[src/i2c_config_pkg.sv]
package i2c_config_pkg;

	// clock and bus rate figures
	localparam int unsigned CLK_HZ         = 100_000_000; // core clock rate
	localparam int unsigned SCL_MIN_HZ     = 50_000;      // slowest bus clock
	localparam int unsigned SCL_MAX_HZ     = 1_000_000;   // fastest bus clock
	localparam int unsigned SCL_MIN_PERIOD = CLK_HZ / SCL_MAX_HZ; // core cycles per fastest bit
	localparam int unsigned SYNC_STAGES    = 3;           // pin synchroniser depth

	// register offsets
	localparam logic [7:0] ADDR_NVM_STORE   = 8'h15; // store to nvm
	localparam logic [7:0] ADDR_NVM_RESTORE = 8'h16; // restore from nvm
	localparam logic [7:0] ADDR_TURN_ON_DELAY   = 8'h60; // turn-on delay
	localparam logic [7:0] ADDR_TON_RAMP    = 8'h61; // turn-on ramp time
	localparam logic [7:0] ADDR_TURN_OFF_DELAY  = 8'h64; // turn-off delay
	localparam logic [7:0] ADDR_TOFF_RAMP   = 8'h65; // turn-off ramp time
	localparam logic [7:0] ADDR_SYS_CFG     = 8'hA0; // system config one
	localparam logic [7:0] ADDR_VR_ADDR     = 8'hA1; // vr bus address
	localparam logic [7:0] ADDR_PROG_ADDR   = 8'hA2; // programmed target address
	localparam logic [7:0] ADDR_OFFSET      = 8'hA8; // setpoint offset
	localparam logic [7:0] ADDR_LOCK        = 8'hB1; // write lock register
	localparam logic [7:0] ADDR_MAX_HI      = 8'hBD; // max setpoint high
	localparam logic [7:0] ADDR_MAX_LO      = 8'hBE; // max setpoint low
	localparam logic [7:0] ADDR_PROTOCOL    = 8'hC2; // vr protocol select

	// system config field layout
	localparam int unsigned SYS_TGT_OVRD_BIT = 0;     // target_address_override
	localparam int unsigned SYS_VR_OVRD_BIT  = 1;     // vr_bus_address_override
	localparam int unsigned SYS_SRC_LSB      = 3;     // setpoint_source low bit
	localparam logic [7:0]  SYS_OVRD_MASK    = 8'h03; // power-cycle-only bits
	localparam logic [7:0]  SYS_STAGED_MASK  = 8'hFC; // forced_continuous_mode, source, soft stop, ready delay
	localparam logic [1:0]  SRC_STAGED_CODE  = 2'h1;  // source code that stages the offset
	localparam logic [7:0]  PROT_STAGED_MASK = 8'h03; // broadcast select field

	// addressing and command fields
	localparam logic [6:0] STRAP_BASE_ADDR = 7'h70; // strap decode base
	localparam logic       DIR_WRITE       = 1'b0;  // direction bit for write
	localparam int unsigned STORE_GO_BIT   = 0;     // store trigger bit
	localparam logic [7:0] RD_ZERO         = 8'h00; // read value of write-only or unmapped

	// write lock passcode sequence, index 0 first
	localparam int unsigned LOCK_STEPS = 3; // passcodes in sequence
	localparam logic [LOCK_STEPS-1:0][7:0] LOCK_PASSCODES = {8'hC3, 8'h5A, 8'hA5};

	// power-on wait before strap capture and nvm load
	localparam logic [2:0] INIT_WAIT = 3'h5; // covers synchroniser and filter

	// one set of storable settings
	typedef struct packed
	{
		logic [7:0] turn_on_delay;  // turn_on_delay
		logic [7:0] ton_ramp;   // turn_on_ramp_time
		logic [7:0] turn_off_delay; // turn_off_delay
		logic [7:0] toff_ramp;  // turn_off_ramp_time
		logic [7:0] max_hi;     // max_setpoint_high
		logic [7:0] max_lo;     // max_setpoint_low
		logic [7:0] sys_cfg;    // system_config_one
		logic [7:0] vr_addr;    // vr_bus_address
		logic [7:0] prog_addr;  // programmed or active target address
		logic [7:0] offset;     // setpoint_offset
		logic [7:0] protocol;   // vr_protocol_select
	} reg_set_t;

	// bus engine states, one-hot
	typedef enum logic [8:0]
	{
		ST_IDLE  = 9'b0_0000_0001,
		ST_ADDR  = 9'b0_0000_0010,
		ST_AACK  = 9'b0_0000_0100,
		ST_CMD   = 9'b0_0000_1000,
		ST_CACK  = 9'b0_0001_0000,
		ST_WDATA = 9'b0_0010_0000,
		ST_WACK  = 9'b0_0100_0000,
		ST_RDATA = 9'b0_1000_0000,
		ST_RACK  = 9'b1_0000_0000
	} state_t;

endpackage

[src/i2c_config_access.sv]
`timescale 1ns/1ps
// Summary of operation
// [RULE1] bus runs from 50 kHz to 1 MHz
// [RULE2] nvm written only by explicit store command
// [RULE3] controller sends no packet error checking byte
// [RULE4] default address from strap decode 0x70-0x7F
// [RULE5] programmed address accepts full 7-bit range
// [RULE6] override bit selects programmed address instead
// [RULE7] controller writes address, override, stores, power cycles
// [RULE8] first byte holds address and direction bit
// [RULE9] writes are refused after power-on until unlocked
// [RULE10] reads always acknowledged with register data
// [RULE11] correct passcode sequence at lock register unlocks
// [RULE12] ordinary writes take effect at once
// [RULE13] protected registers refuse writes while switching
// [RULE14] always-on config blocks restore of protected registers
// [RULE15] staged fields apply only when switching stops
// [RULE16] staged register reads return last accepted value
// [RULE17] staged fields listed, offset only for source 01
// [RULE18] always-on restore may leave staged values pending
// [RULE19] address override and address apply at power-on only
// [RULE20] refused writes leave stored contents unchanged
module i2c_config_access
	import i2c_config_pkg::*;
(
	input  wire logic       clk_i,          // core clock
	input  wire logic       rst_n_i,        // synchronous reset, active low
	input  wire logic       scl_i,          // bus clock pin level
	input  wire logic       sda_i,          // bus data pin level
	output logic            sda_o,          // bus data drive value, always low
	output logic            sda_oe_n_o,     // bus data enable, low pulls line
	input  wire logic [3:0] strap_code_i,   // strap resistor decode code
	input  wire logic       switching_en_i, // power switching running
	input  wire logic       always_on_i,    // turn-on source set to always on
	input  wire reg_set_t   nvm_rdata_i,    // settings held in nvm
	output logic            nvm_store_o,    // store pulse to nvm
	output reg_set_t        nvm_wdata_o,    // settings to store
	output reg_set_t        cfg_o,          // settings in effect
	output logic            locked_o        // write lock active
);

	////////////////////////////////////////////////////////////////////////////////
	// pin synchronisers and glitch filter

	logic [SYNC_STAGES-1:0]      scl_sync_reg;   // scl shift chain
	logic [SYNC_STAGES-1:0]      sda_sync_reg;   // sda shift chain
	logic [SYNC_STAGES-1:0][3:0] strap_sync_reg; // strap shift chain
	logic                        scl_filt_reg;   // accepted scl level
	logic                        sda_filt_reg;   // accepted sda level
	logic [3:0]                  strap_filt_reg; // accepted strap code
	logic                        scl_last_reg;   // scl level one cycle ago
	logic                        sda_last_reg;   // sda level one cycle ago

	// three-stage chains, level taken when last two agree
	always_ff @(posedge clk_i)
	begin
		if (!rst_n_i)
		begin
			scl_sync_reg   <= '1;
			sda_sync_reg   <= '1;
			strap_sync_reg <= '0;
			scl_filt_reg   <= 1'b1;
			sda_filt_reg   <= 1'b1;
			strap_filt_reg <= 4'h0;
			scl_last_reg   <= 1'b1;
			sda_last_reg   <= 1'b1;
		end
		else
		begin
			scl_sync_reg   <= {scl_sync_reg[SYNC_STAGES-2:0], scl_i};
			sda_sync_reg   <= {sda_sync_reg[SYNC_STAGES-2:0], sda_i};
			strap_sync_reg <= {strap_sync_reg[SYNC_STAGES-2:0], strap_code_i};
			// agreement filter rejects single-sample spikes at up to 1 MHz [RULE1]
			if (scl_sync_reg[1] == scl_sync_reg[2])
				scl_filt_reg <= scl_sync_reg[2];
			if (sda_sync_reg[1] == sda_sync_reg[2])
				sda_filt_reg <= sda_sync_reg[2];
			if (strap_sync_reg[1] == strap_sync_reg[2])
				strap_filt_reg <= strap_sync_reg[2];
			scl_last_reg <= scl_filt_reg;
			sda_last_reg <= sda_filt_reg;
		end
	end

	// bus events from filtered levels
	logic scl_rise; // scl went high
	logic scl_fall; // scl went low
	logic bus_start; // sda fell while scl high
	logic bus_stop;  // sda rose while scl high

	assign scl_rise  = scl_filt_reg & ~scl_last_reg;
	assign scl_fall  = ~scl_filt_reg & scl_last_reg;
	assign bus_start = scl_filt_reg & scl_last_reg & sda_last_reg & ~sda_filt_reg;
	assign bus_stop  = scl_filt_reg & scl_last_reg & ~sda_last_reg & sda_filt_reg;

	////////////////////////////////////////////////////////////////////////////////
	// power-on initialisation

	logic [2:0] init_cnt_reg;  // cycles since reset release
	logic       init_done_reg; // nvm load finished
	logic       init_go;       // one-cycle power-on load

	assign init_go = (init_cnt_reg == INIT_WAIT) & ~init_done_reg;

	// wait for strap filter to settle, then load once
	always_ff @(posedge clk_i)
	begin
		if (!rst_n_i)
		begin
			init_cnt_reg  <= 3'h0;
			init_done_reg <= 1'b0;
		end
		else if (!init_done_reg)
		begin
			init_cnt_reg  <= init_cnt_reg + 3'h1;
			init_done_reg <= init_go;
		end
	end

	////////////////////////////////////////////////////////////////////////////////
	// state shared by bus engine and register file

	reg_set_t   shadow_reg; // last accepted values, read back
	reg_set_t   eff_reg;    // values in effect
	logic       locked_reg; // write lock
	logic [7:0] cmd_reg;    // register pointer
	logic       wr_stb_reg; // accepted data byte pulse
	logic [7:0] wr_data_reg; // last received data byte, accepted or not

	// registers that refuse writes while switching
	logic protected_cmd;
	assign protected_cmd = (cmd_reg == ADDR_NVM_RESTORE) || (cmd_reg == ADDR_TURN_ON_DELAY)
		|| (cmd_reg == ADDR_TON_RAMP) || (cmd_reg == ADDR_TURN_OFF_DELAY)
		|| (cmd_reg == ADDR_TOFF_RAMP) || (cmd_reg == ADDR_MAX_HI)
		|| (cmd_reg == ADDR_MAX_LO);

	// write acceptance for the current pointer
	logic wr_accept;
	always_comb
	begin
		if (cmd_reg == ADDR_LOCK)
			wr_accept = 1'b1;                 // passcodes always taken [RULE11]
		else if (locked_reg)
			wr_accept = 1'b0;                 // locked writes refused [RULE9]
		else if (protected_cmd && switching_en_i)
			wr_accept = 1'b0;                 // refused while switching [RULE13]
		else
			wr_accept = 1'b1;
	end

	// readback selects accepted values, not effective ones
	logic [7:0] rd_byte;
	always_comb
	begin
		case (cmd_reg)
			ADDR_TURN_ON_DELAY:  rd_byte = shadow_reg.turn_on_delay;
			ADDR_TON_RAMP:   rd_byte = shadow_reg.ton_ramp;
			ADDR_TURN_OFF_DELAY: rd_byte = shadow_reg.turn_off_delay;
			ADDR_TOFF_RAMP:  rd_byte = shadow_reg.toff_ramp;
			ADDR_MAX_HI:     rd_byte = shadow_reg.max_hi;
			ADDR_MAX_LO:     rd_byte = shadow_reg.max_lo;
			ADDR_SYS_CFG:    rd_byte = shadow_reg.sys_cfg;   // [RULE16]
			ADDR_VR_ADDR:    rd_byte = shadow_reg.vr_addr;   // [RULE16]
			ADDR_PROG_ADDR:  rd_byte = shadow_reg.prog_addr;
			ADDR_OFFSET:     rd_byte = shadow_reg.offset;    // [RULE16]
			ADDR_PROTOCOL:   rd_byte = shadow_reg.protocol;  // [RULE16]
			ADDR_LOCK:       rd_byte = {7'h00, locked_reg};
			default:         rd_byte = RD_ZERO;
		endcase
	end

	////////////////////////////////////////////////////////////////////////////////
	// bus target engine

	state_t     state_reg;  // engine state
	logic [3:0] bit_cnt_reg; // bits in current byte
	logic [7:0] rx_reg;     // receive shifter
	logic [7:0] tx_reg;     // transmit shifter
	logic       rd_dir_reg; // read transfer
	logic       mack_reg;   // controller acked read byte
	logic       sda_drv_reg; // pull sda low
	logic       addr_match;  // address byte is ours

	// address byte bits 7:1 against active address, bit 0 direction [RULE8]
	assign addr_match = init_done_reg && (rx_reg[7:1] == eff_reg.prog_addr[6:0]);

	// start and stop win over bit handling
	always_ff @(posedge clk_i)
	begin
		if (!rst_n_i)
		begin
			state_reg   <= ST_IDLE;
			bit_cnt_reg <= 4'h0;
			rx_reg      <= 8'h00;
			tx_reg      <= 8'h00;
			rd_dir_reg  <= 1'b0;
			mack_reg    <= 1'b0;
			sda_drv_reg <= 1'b0;
			cmd_reg     <= 8'h00;
			wr_stb_reg  <= 1'b0;
			wr_data_reg <= 8'h00;
		end
		else
		begin
			wr_stb_reg <= 1'b0;
			if (bus_stop)
			begin
				state_reg   <= ST_IDLE;    // release and wait
				sda_drv_reg <= 1'b0;
			end
			else if (bus_start)
			begin
				state_reg   <= ST_ADDR;    // also repeated start
				bit_cnt_reg <= 4'h0;
				sda_drv_reg <= 1'b0;
			end
			else if (scl_rise)
			begin
				case (state_reg)
					ST_ADDR, ST_CMD, ST_WDATA:
					begin
						rx_reg      <= {rx_reg[6:0], sda_filt_reg};
						bit_cnt_reg <= bit_cnt_reg + 4'h1;
					end
					ST_RACK: mack_reg <= ~sda_filt_reg; // low means more wanted
					default: ;
				endcase
			end
			else if (scl_fall)
			begin
				case (state_reg)
					ST_ADDR:
						if (bit_cnt_reg == 4'h8)
						begin
							bit_cnt_reg <= 4'h0;
							if (addr_match)
							begin
								sda_drv_reg <= 1'b1;
								rd_dir_reg  <= (rx_reg[0] != DIR_WRITE); // [RULE8]
								state_reg   <= ST_AACK;
							end
							else
								state_reg <= ST_IDLE; // other target
						end
					ST_AACK:
						if (rd_dir_reg)
						begin
							// reads answered whatever the lock [RULE10]
							sda_drv_reg <= ~rd_byte[7];
							tx_reg      <= {rd_byte[6:0], 1'b0};
							bit_cnt_reg <= 4'h1;
							state_reg   <= ST_RDATA;
						end
						else
						begin
							sda_drv_reg <= 1'b0;
							state_reg   <= ST_CMD;
						end
					ST_CMD:
						if (bit_cnt_reg == 4'h8)
						begin
							bit_cnt_reg <= 4'h0;
							cmd_reg     <= rx_reg;
							sda_drv_reg <= 1'b1;
							state_reg   <= ST_CACK;
						end
					ST_CACK, ST_WACK:
					begin
						sda_drv_reg <= 1'b0;
						state_reg   <= ST_WDATA;
					end
					ST_WDATA:
						if (bit_cnt_reg == 4'h8)
						begin
							bit_cnt_reg <= 4'h0;
							sda_drv_reg <= wr_accept;  // nack leaves line high
							wr_stb_reg  <= wr_accept;  // refused byte stores nothing [RULE20]
							wr_data_reg <= rx_reg;
							state_reg   <= ST_WACK;
						end
					ST_RDATA:
						if (bit_cnt_reg == 4'h8)
						begin
							sda_drv_reg <= 1'b0;       // free line for controller ack
							mack_reg    <= 1'b0;
							state_reg   <= ST_RACK;
						end
						else
						begin
							sda_drv_reg <= ~tx_reg[7];
							tx_reg      <= {tx_reg[6:0], 1'b0};
							bit_cnt_reg <= bit_cnt_reg + 4'h1;
						end
					ST_RACK:
						if (mack_reg)
						begin
							sda_drv_reg <= ~rd_byte[7]; // same register again
							tx_reg      <= {rd_byte[6:0], 1'b0};
							bit_cnt_reg <= 4'h1;
							state_reg   <= ST_RDATA;
						end
						else
							state_reg <= ST_IDLE;
					ST_IDLE: ;
					default: state_reg <= ST_IDLE;
				endcase
			end
		end
	end

	////////////////////////////////////////////////////////////////////////////////
	// write lock

	logic [1:0] lock_step_reg; // passcodes matched so far

	// ordered passcodes unlock; any lock register write while unlocked relocks
	always_ff @(posedge clk_i)
	begin
		if (!rst_n_i)
		begin
			locked_reg    <= 1'b1;                 // locked after power-on [RULE9]
			lock_step_reg <= 2'h0;
		end
		else if (wr_stb_reg && (cmd_reg == ADDR_LOCK))
		begin
			if (!locked_reg)
			begin
				locked_reg    <= 1'b1;
				lock_step_reg <= 2'h0;
			end
			else if (wr_data_reg != LOCK_PASSCODES[lock_step_reg])
				lock_step_reg <= 2'h0;                 // wrong code restarts [RULE11]
			else if (lock_step_reg == 2'(LOCK_STEPS - 1))
			begin
				locked_reg    <= 1'b0;                 // sequence complete [RULE11]
				lock_step_reg <= 2'h0;
			end
			else
				lock_step_reg <= lock_step_reg + 2'h1;
		end
	end

	////////////////////////////////////////////////////////////////////////////////
	// accepted values and nvm restore

	logic restore_go; // load shadow from nvm
	assign restore_go = init_go | (wr_stb_reg && (cmd_reg == ADDR_NVM_RESTORE));

	// shadow follows accepted writes and restores
	always_ff @(posedge clk_i)
	begin
		if (!rst_n_i)
			shadow_reg <= '0;
		else if (restore_go)
		begin
			// staged and address fields may sit here unused [RULE18]
			shadow_reg.sys_cfg   <= nvm_rdata_i.sys_cfg;
			shadow_reg.vr_addr   <= nvm_rdata_i.vr_addr;
			shadow_reg.prog_addr <= nvm_rdata_i.prog_addr;
			shadow_reg.offset    <= nvm_rdata_i.offset;
			shadow_reg.protocol  <= nvm_rdata_i.protocol;
			if (!always_on_i)
			begin
				// protected values rejected under always-on [RULE14]
				shadow_reg.turn_on_delay  <= nvm_rdata_i.turn_on_delay;
				shadow_reg.ton_ramp   <= nvm_rdata_i.ton_ramp;
				shadow_reg.turn_off_delay <= nvm_rdata_i.turn_off_delay;
				shadow_reg.toff_ramp  <= nvm_rdata_i.toff_ramp;
				shadow_reg.max_hi     <= nvm_rdata_i.max_hi;
				shadow_reg.max_lo     <= nvm_rdata_i.max_lo;
			end
		end
		else if (wr_stb_reg)
		begin
			case (cmd_reg)
				ADDR_TURN_ON_DELAY:  shadow_reg.turn_on_delay  <= wr_data_reg;
				ADDR_TON_RAMP:   shadow_reg.ton_ramp   <= wr_data_reg;
				ADDR_TURN_OFF_DELAY: shadow_reg.turn_off_delay <= wr_data_reg;
				ADDR_TOFF_RAMP:  shadow_reg.toff_ramp  <= wr_data_reg;
				ADDR_MAX_HI:     shadow_reg.max_hi     <= wr_data_reg;
				ADDR_MAX_LO:     shadow_reg.max_lo     <= wr_data_reg;
				ADDR_SYS_CFG:    shadow_reg.sys_cfg    <= wr_data_reg;
				ADDR_VR_ADDR:    shadow_reg.vr_addr    <= wr_data_reg;
				ADDR_PROG_ADDR:  shadow_reg.prog_addr  <= {1'b0, wr_data_reg[6:0]}; // [RULE5]
				ADDR_OFFSET:     shadow_reg.offset     <= wr_data_reg;
				ADDR_PROTOCOL:   shadow_reg.protocol   <= wr_data_reg;
				default: ;
			endcase
		end
	end

	////////////////////////////////////////////////////////////////////////////////
	// values in effect

	logic       hold;          // switching running, staged fields frozen
	logic       offset_staged; // offset follows staging rule
	logic [7:0] sys_ovrd_next; // override bits in effect
	logic [6:0] active_addr;   // address chosen at power-on

	assign hold          = switching_en_i;
	assign offset_staged = (shadow_reg.sys_cfg[SYS_SRC_LSB +: 2] == SRC_STAGED_CODE); // [RULE17]
	// override selects programmed address, else strap code [RULE4] [RULE6]
	assign active_addr   = nvm_rdata_i.sys_cfg[SYS_TGT_OVRD_BIT] ?
		nvm_rdata_i.prog_addr[6:0] : (STRAP_BASE_ADDR | {3'h0, strap_filt_reg});
	// override bits change only by power-on load [RULE19]
	assign sys_ovrd_next = init_go ? (nvm_rdata_i.sys_cfg & SYS_OVRD_MASK)
		: (eff_reg.sys_cfg & SYS_OVRD_MASK);

	// immediate, staged and power-on-only fields
	always_ff @(posedge clk_i)
	begin
		if (!rst_n_i)
			eff_reg <= '0;
		else
		begin
			// ordinary registers follow accepted values [RULE12]
			eff_reg.turn_on_delay  <= shadow_reg.turn_on_delay;
			eff_reg.ton_ramp   <= shadow_reg.ton_ramp;
			eff_reg.turn_off_delay <= shadow_reg.turn_off_delay;
			eff_reg.toff_ramp  <= shadow_reg.toff_ramp;
			eff_reg.max_hi     <= shadow_reg.max_hi;
			eff_reg.max_lo     <= shadow_reg.max_lo;
			// staged fields wait while switching [RULE15] [RULE17]
			eff_reg.sys_cfg <= sys_ovrd_next | ((hold ? eff_reg.sys_cfg : shadow_reg.sys_cfg)
				& SYS_STAGED_MASK);
			eff_reg.vr_addr <= hold ? eff_reg.vr_addr : shadow_reg.vr_addr;
			eff_reg.protocol <= (shadow_reg.protocol & ~PROT_STAGED_MASK)
				| ((hold ? eff_reg.protocol : shadow_reg.protocol) & PROT_STAGED_MASK);
			eff_reg.offset <= (hold && offset_staged) ? eff_reg.offset : shadow_reg.offset;
			if (init_go)
				eff_reg.prog_addr <= {1'b0, active_addr}; // [RULE19]
		end
	end

	////////////////////////////////////////////////////////////////////////////////
	// nvm store and pin outputs

	// store only on explicit command, never on plain writes [RULE2]
	always_ff @(posedge clk_i)
	begin
		if (!rst_n_i)
		begin
			nvm_store_o <= 1'b0;
			nvm_wdata_o <= '0;
		end
		else
		begin
			nvm_store_o <= wr_stb_reg && (cmd_reg == ADDR_NVM_STORE)
				&& wr_data_reg[STORE_GO_BIT];
			nvm_wdata_o <= shadow_reg;
		end
	end

	// open-drain drive and status outputs
	always_ff @(posedge clk_i)
	begin
		if (!rst_n_i)
		begin
			sda_o      <= 1'b0;
			sda_oe_n_o <= 1'b1;
			cfg_o      <= '0;
			locked_o   <= 1'b1;
		end
		else
		begin
			sda_o      <= 1'b0;
			sda_oe_n_o <= ~sda_drv_reg;
			cfg_o      <= eff_reg;
			locked_o   <= locked_reg;
		end
	end

endmodule

[config.mk]
export PLATFORM = sky130hd
export DESIGN_NAME = i2c_config_access
export DESIGN_NICKNAME = d
export VERILOG_FILES = /design/src/i2c_config_pkg.sv /design/src/i2c_config_access.sv
export SDC_FILE = /design/constraint.sdc
export NUM_CORES = 1
export LEC_CHECK = 0
export CAP_MARGIN = 20
export CORE_MARGIN = 2
export CORE_UTILIZATION = 35
export CTS_CLUSTER_SIZE = 16
export DETAILED_ROUTE_END_ITERATION = 8
export DONT_BUFFER_PORTS = 1
export PLACE_DENSITY = 0.57
export SLEW_MARGIN = 5
export SYNTH_ARGS = -nofsm -noshare
export SYNTH_HDL_FRONTEND = slang
export SYNTH_SLANG_ARGS = --single-unit
[constraint.sdc]
create_clock -name clk_i -period 5.45 [get_ports clk_i]
set_input_delay 0.2725 -clock clk_i [delete_from_list [all_inputs] [get_ports clk_i]]
set_output_delay 0.2725 -clock clk_i [all_outputs]
set_load 0.02 [all_outputs]
Word-level counts from Yosys, hierarchy flattened
Index checks and enable logic that the tools add are counted.
{ "word_totals": {"in_bits": 98, "output_inout_bits": 180, "elab_cells": 277, "reg_bits": 387} }
{ "classes": {"eq_ne": 54, "n_bitwise": 27, "order_cmp": 1, "addsub": 3, "reduce_logical": 58, "n_mux": 68} }
{ "op_table": {"columns": ["op", "n"], "rows": [
  ["two-way mux 88 bit", 2],
  ["two-way mux 8 bit", 18],
  ["case mux 8 bit (12 select lines)", 1],
  ["case mux 9 bit (8 select lines)", 1],
  ["== test 8 bit, second input constant", 8],
  ["two-way mux 48 bit", 1],
  ["two-way mux 9 bit", 4],
  ["== test 8 x 7 -> 1 bit, second input constant", 4],
  ["two-way mux 4 bit", 8],
  ["nonzero test 2 bit", 16],
  ["case mux 8 bit (3 select lines)", 1],
  ["AND reduction 8 bit", 3],
  ["AND reduction 7 bit", 3],
  ["inequality test 2 bit, second input constant", 10],
  ["two-way mux 1 bit", 19],
  ["AND reduction 3 bit", 6],
  ["AND reduction 6 bit", 3],
  ["binary-select mux 8 bit (select 2 bit)", 1],
  ["== test 8 x 5 -> 1 bit, second input constant", 2],
  ["two-way mux 2 bit", 8],
  ["inverter 1 bit", 16],
  ["case mux 4 bit (4 select lines)", 1],
  ["inequality test 3 bit, second input constant", 4],
  ["inequality test 4 bit, second input constant", 3],
  ["other kinds (41)", 68]
]} }

Depth between registers and ports, before layout
{ "depth": {"ltp_word": 13, "depth_mapped": 10, "ltp_nobuf": 9} }

Worst setup path after synthesis
No wires, ideal clock.
{ "synth_timing": {"path_kind": "reg-to-reg", "from": "register init_cnt_reg[0]", "to": "register shadow_reg[33] (netlist name)", "path_slack_ps": 3230, "setup_time_ps": 116, "required_time_ps": 5334, "arrival_ps": 2104, "synth_period_minus_slack_ps": 2220, "path_stages_with_launch": 10, "n_path_buf": 1, "cell_sequence": "dfxtp_1 > ha_1 > nand2_1 > nor2_1 > or2_1 > buf_2 > nand3_1 > mux2i_1 > nand2_1 > o211a_1"} }
{ "synth_between": {"elab_chain_len": 5, "word_cells_on_any_way": 7, "cone_classes": "eq/ne (1); mux (1); bitwise (2); reduce/logical (3)"} }
{ "synth_lines": {"columns": ["item", "line", "text"], "rows": [
  ["start: declaration", "i2c_config_access.sv:99", "logic [2:0] init_cnt_reg;"],
  ["start signal: assignment", "i2c_config_access.sv:115", "init_cnt_reg <= init_cnt_reg + 3'h1;"],
  ["== test 3 bit *", "i2c_config_access.sv:103", "assign init_go = (init_cnt_reg == INIT_WAIT) & ~init_done_reg;"],
  ["bitwise AND 1 bit *", "i2c_config_access.sv:103", null],
  ["OR 1 bit *", "i2c_config_access.sv:347", "assign restore_go = init_go | (wr_stb_reg && (cmd_reg == ADDR_NVM_RESTORE));"],
  ["nonzero test 2 bit (no source line)", null, null],
  ["AND reduction 2 bit (no source line)", null, null],
  ["end: declaration", "i2c_config_access.sv:123", "reg_set_t shadow_reg;"]
]} }
Every way passes the cells marked *; elsewhere a longest branch is shown, timed or not.
A chain may end at the register's enable or synchronous reset.

Final worst setup path
{ "layout_timing": {"from": "register cmd_reg[1]", "to": "register shadow_reg[61] (netlist name)"} }
{ "layout_between": {"elab_chain_len": 5, "word_cells_on_any_way": 9, "cone_classes": "eq/ne (3); mux (1); bitwise (1); reduce/logical (4)"} }
{ "layout_lines": {"columns": ["item", "line", "text"], "rows": [
  ["start: declaration", "i2c_config_access.sv:126", "logic [7:0] cmd_reg;"],
  ["start signal: assignment", "i2c_config_access.sv:263", "cmd_reg <= rx_reg;"],
  ["== test 8 x 5 -> 1 bit", "i2c_config_access.sv:347", null],
  ["logical AND 1 bit", "i2c_config_access.sv:347", null],
  ["OR 1 bit", "i2c_config_access.sv:347", null],
  ["inequality test 2 bit (no source line) / nonzero test 2 bit (equally long branches)", null, null],
  ["AND reduction 3 bit (no source line)", null, null]
]} }
Parallel ways exist; a longest one is shown, timed or not.

==> results_dict.tcl <==
set metrics [dict create \
    rows 76 \
    antenna_left 0 \
    nNetsFinal 1654 \
    wl_per_cell_um 21.2 \
    critPathLaunchType "register" \
    synthesis.area_um2 15100 \
    cap_violations 0 \
    grt_pass1_vias 10400 \
    status "finished clean" \
    cts.sinks 380 \
    synth_ff_type "dfxtp_1" \
    cpPeakStageDelay_ns 0.85 \
    clockBufferDepth 3 \
    die_w_um 212 \
    dr_total_vias 11000 \
    antenna_found_initial 9 \
    post_cts_buffers 0 \
    place_congestion 0.891 \
    setup_violations 0 \
    cp_top_family "simple AND/OR/NAND/NOR gates" \
    fmax_mhz 293 \
    synth-edff-count 0 \
    grt_overflow 0 \
    ys_types 78 \
    final.setup.tns_ns 0 \
    rsz0062_at_grt "no" \
    min_path_type "input port to register" \
    cts_root_buffer "clkbuf_16" \
    synthesis.instances 1554 \
    period_minus_slack_ns 3.42 \
    netlist_top_cells_area "dfxtp_1, and2_1, o211a_1" \
    design_area_um2 17600 \
    timing.final.crit_share_pct 62.7 \
    firstDrtPassIters 6 \
    yosysTopAreaCell "dfxtp_1" \
    die_h_um 212 \
    area_delta_synth_final_pct 16.5 \
    dp_hpwl_um 32000 \
    p_per_area_nw_per_um2 348 \
    p_leak_nw 7.72 \
    cts_made_buffers 43 \
    hold_ws_ns 0.0850 \
    layout_commonest_cell "dfxtp_1" \
    fill_cells 4159 \
    cts.clk_slew.worst_paths_ns 0.06 \
    async_flop_share_pct 0 \
    h-tree-depth 2 \
    tightest_slew_ns 1.39 \
    crit_arrival_ns 3.86 \
    maxSlewHeadroom_pct 7.18 \
    clock_skew_ns 0.0167 \
    coreArea_um2 42900 \
    finalWirelength_um 45900 \
    start_util_pct 35.2 \
    cp.required_ns 5.89 \
    slew_viol_final 0 \
    drt-initial-drc-count 870 \
    ctsHoldBuffers 97 \
    grt_max_degree 357 \
    finalHoldViolCount 0 \
    crit_buf_inv 0 \
    ios 278 \
    cpMaxStageDelayCell "dfxtp_1" \
    place_area_um2 15100 \
    clock_latency_ns 0.57 \
    drc 0 \
    grt_pass1_wl_um 66800 \
    final_cell_mix "dfxtp_1, and2_1, nand2_1" \
    vias_per_cell 5.08 \
    path_class "register to register" \
    crit_top_cell "nand2_1" \
    ir_drop_mv 0.181 \
    yosys_register_bits 380 \
    die-area_um2 44900 \
    synth-warning-count 0 \
    crit_path_max_fanout 34 \
    worstPathCellList "nor2b_1, nand2_1, o22ai_4, a21oi_1, nor2_1, nand2_1, o211a_1" \
    portBuffers 0 \
    avgSynthCellArea_um2 9.73 \
    grt_usage_pct 19.9 \
    ys_seq_area_share_pct 50.3 \
    cts_tree "yes" \
    largest_reg_flops 88 \
    drive_gt1_share_pct 6.42 \
    cts_resized 0 \
    yosys.area.top_type_share_pct 50.3 \
    end_kind "register" \
]
==> worst reg2reg max path, stage by stage (launching register included) <==
cell	delay, ns
dfxtp_1	0.85
nor2b_1	0.26
nand2_1	0.13
o22ai_4	0.77
a21oi_1	0.09
nor2_1	0.83
nand2_1	0.17
o211a_1	0.20
==> report_power, final <==
part	total (W)	internal [W]	switching, W	leakage, nW
registers	0.00284	0.00281	0.0000360	3.07
logic	0.000200	0.0000972	0.000103	3.93
clock network	0.00308	0.00190	0.00118	0.730
==> area by class of cell <==
type / instances / area (um^2) / area share [%]
Tap cell: 585 / 732 / 4.16
Clock inverter: 24 / 352 / 2.00
Sequential cell: 380 / 7610 / 43.2
Antenna cell: 3 / 7.51 / 0.0426
Multi-Input combinational cell: 988 / 6570 / 37.3
Timing Repair Buffer: 108 / 1100 / 6.23
Clock buffer: 52 / 1160 / 6.59
Inverter: 22 / 82.6 / 0.469
==> metal layers <==
layer | wire length, um | global-route usage (%) | share of wire [%] | vias to the layer above
met1 | 19200 | 24.9 | 42 | 5251
met4 | 1230 | 6.17 | 2.7 | 10
met5 | 65 | 0 | 0.14 | -
met2 | 21800 | 33.0 | 48 | 382
met3 | 3520 | 5.53 | 7.7 | 80
li1 | - | - | - | 5257
==> path summary, 6_finish.rpt <==
| check | slack, ns | cells past startpoint | endpoint | from |
|---|---|---|---|---|
| hold reg to reg | 0.40 | 1 | sda_sync_reg[1]$_SDFF_PN1_ | sda_sync_reg[0]$_SDFF_PN1_ |
| setup reg to reg | 2.03 | 7 | shadow_reg[61]$_SDFFE_PN0P_ | cmd_reg[1]$_SDFFE_PN0P_ |
| setup / recovery | 2.03 | 7 | shadow_reg[61]$_SDFFE_PN0P_ | cmd_reg[1]$_SDFFE_PN0P_ |
| hold / removal | 0.08 | 2 | eff_reg[12]$_SDFFE_PN0N_ | rst_n_i |
==> Yosys cell counts, types with 14 or more instances <==
library cell,number
clkbuf_1,83
nor2_1,53
a22oi_1,20
and2_1,185
nand2_1,143
buf_2,14
buf_4,59
nand3_1,43
dfxtp_1,380
o211a_1,89
nor2b_1,57
mux2i_1,88
nor3_1,16
inv_1,22
nand2b_1,14
a21oi_1,88
==> per-stage QoR <==
stage          setup WS [ns]  util [%]  total power (W)  std cells
2_1_floorplan           3.23         -          0.00300       1555
3_3_place_gp            2.25      35.1          0.00299       1983
3_5_place_dp            2.16      35.1          0.00299       1983
4_1_cts                 2.14      40.9          0.00621       2156
5_1_grt                 1.75      41.1          0.00634       2162
6_report                2.03      41.1          0.00613       2162
==> logic make-up (layout without fill, tap and decap cells) <==
group / count (synthesis) / in the layout / synth area share, %
flip-flops: 380 / 380 / 50.3
AND/OR/NAND/NOR: 580 / 580 / 21.0
buffers and inverters: 187 / 206 / 6.29
other: 1 / 5 / 0.0248
adder cells (fa/ha/maj): 13 / 13 / 1.08
XOR/XNOR: 17 / 17 / 0.985
AO/OA/AOI/OAI: 285 / 285 / 14.2
multiplexers: 91 / 91 / 6.05
No activity file was read; power rests on OpenSTA's default activity.
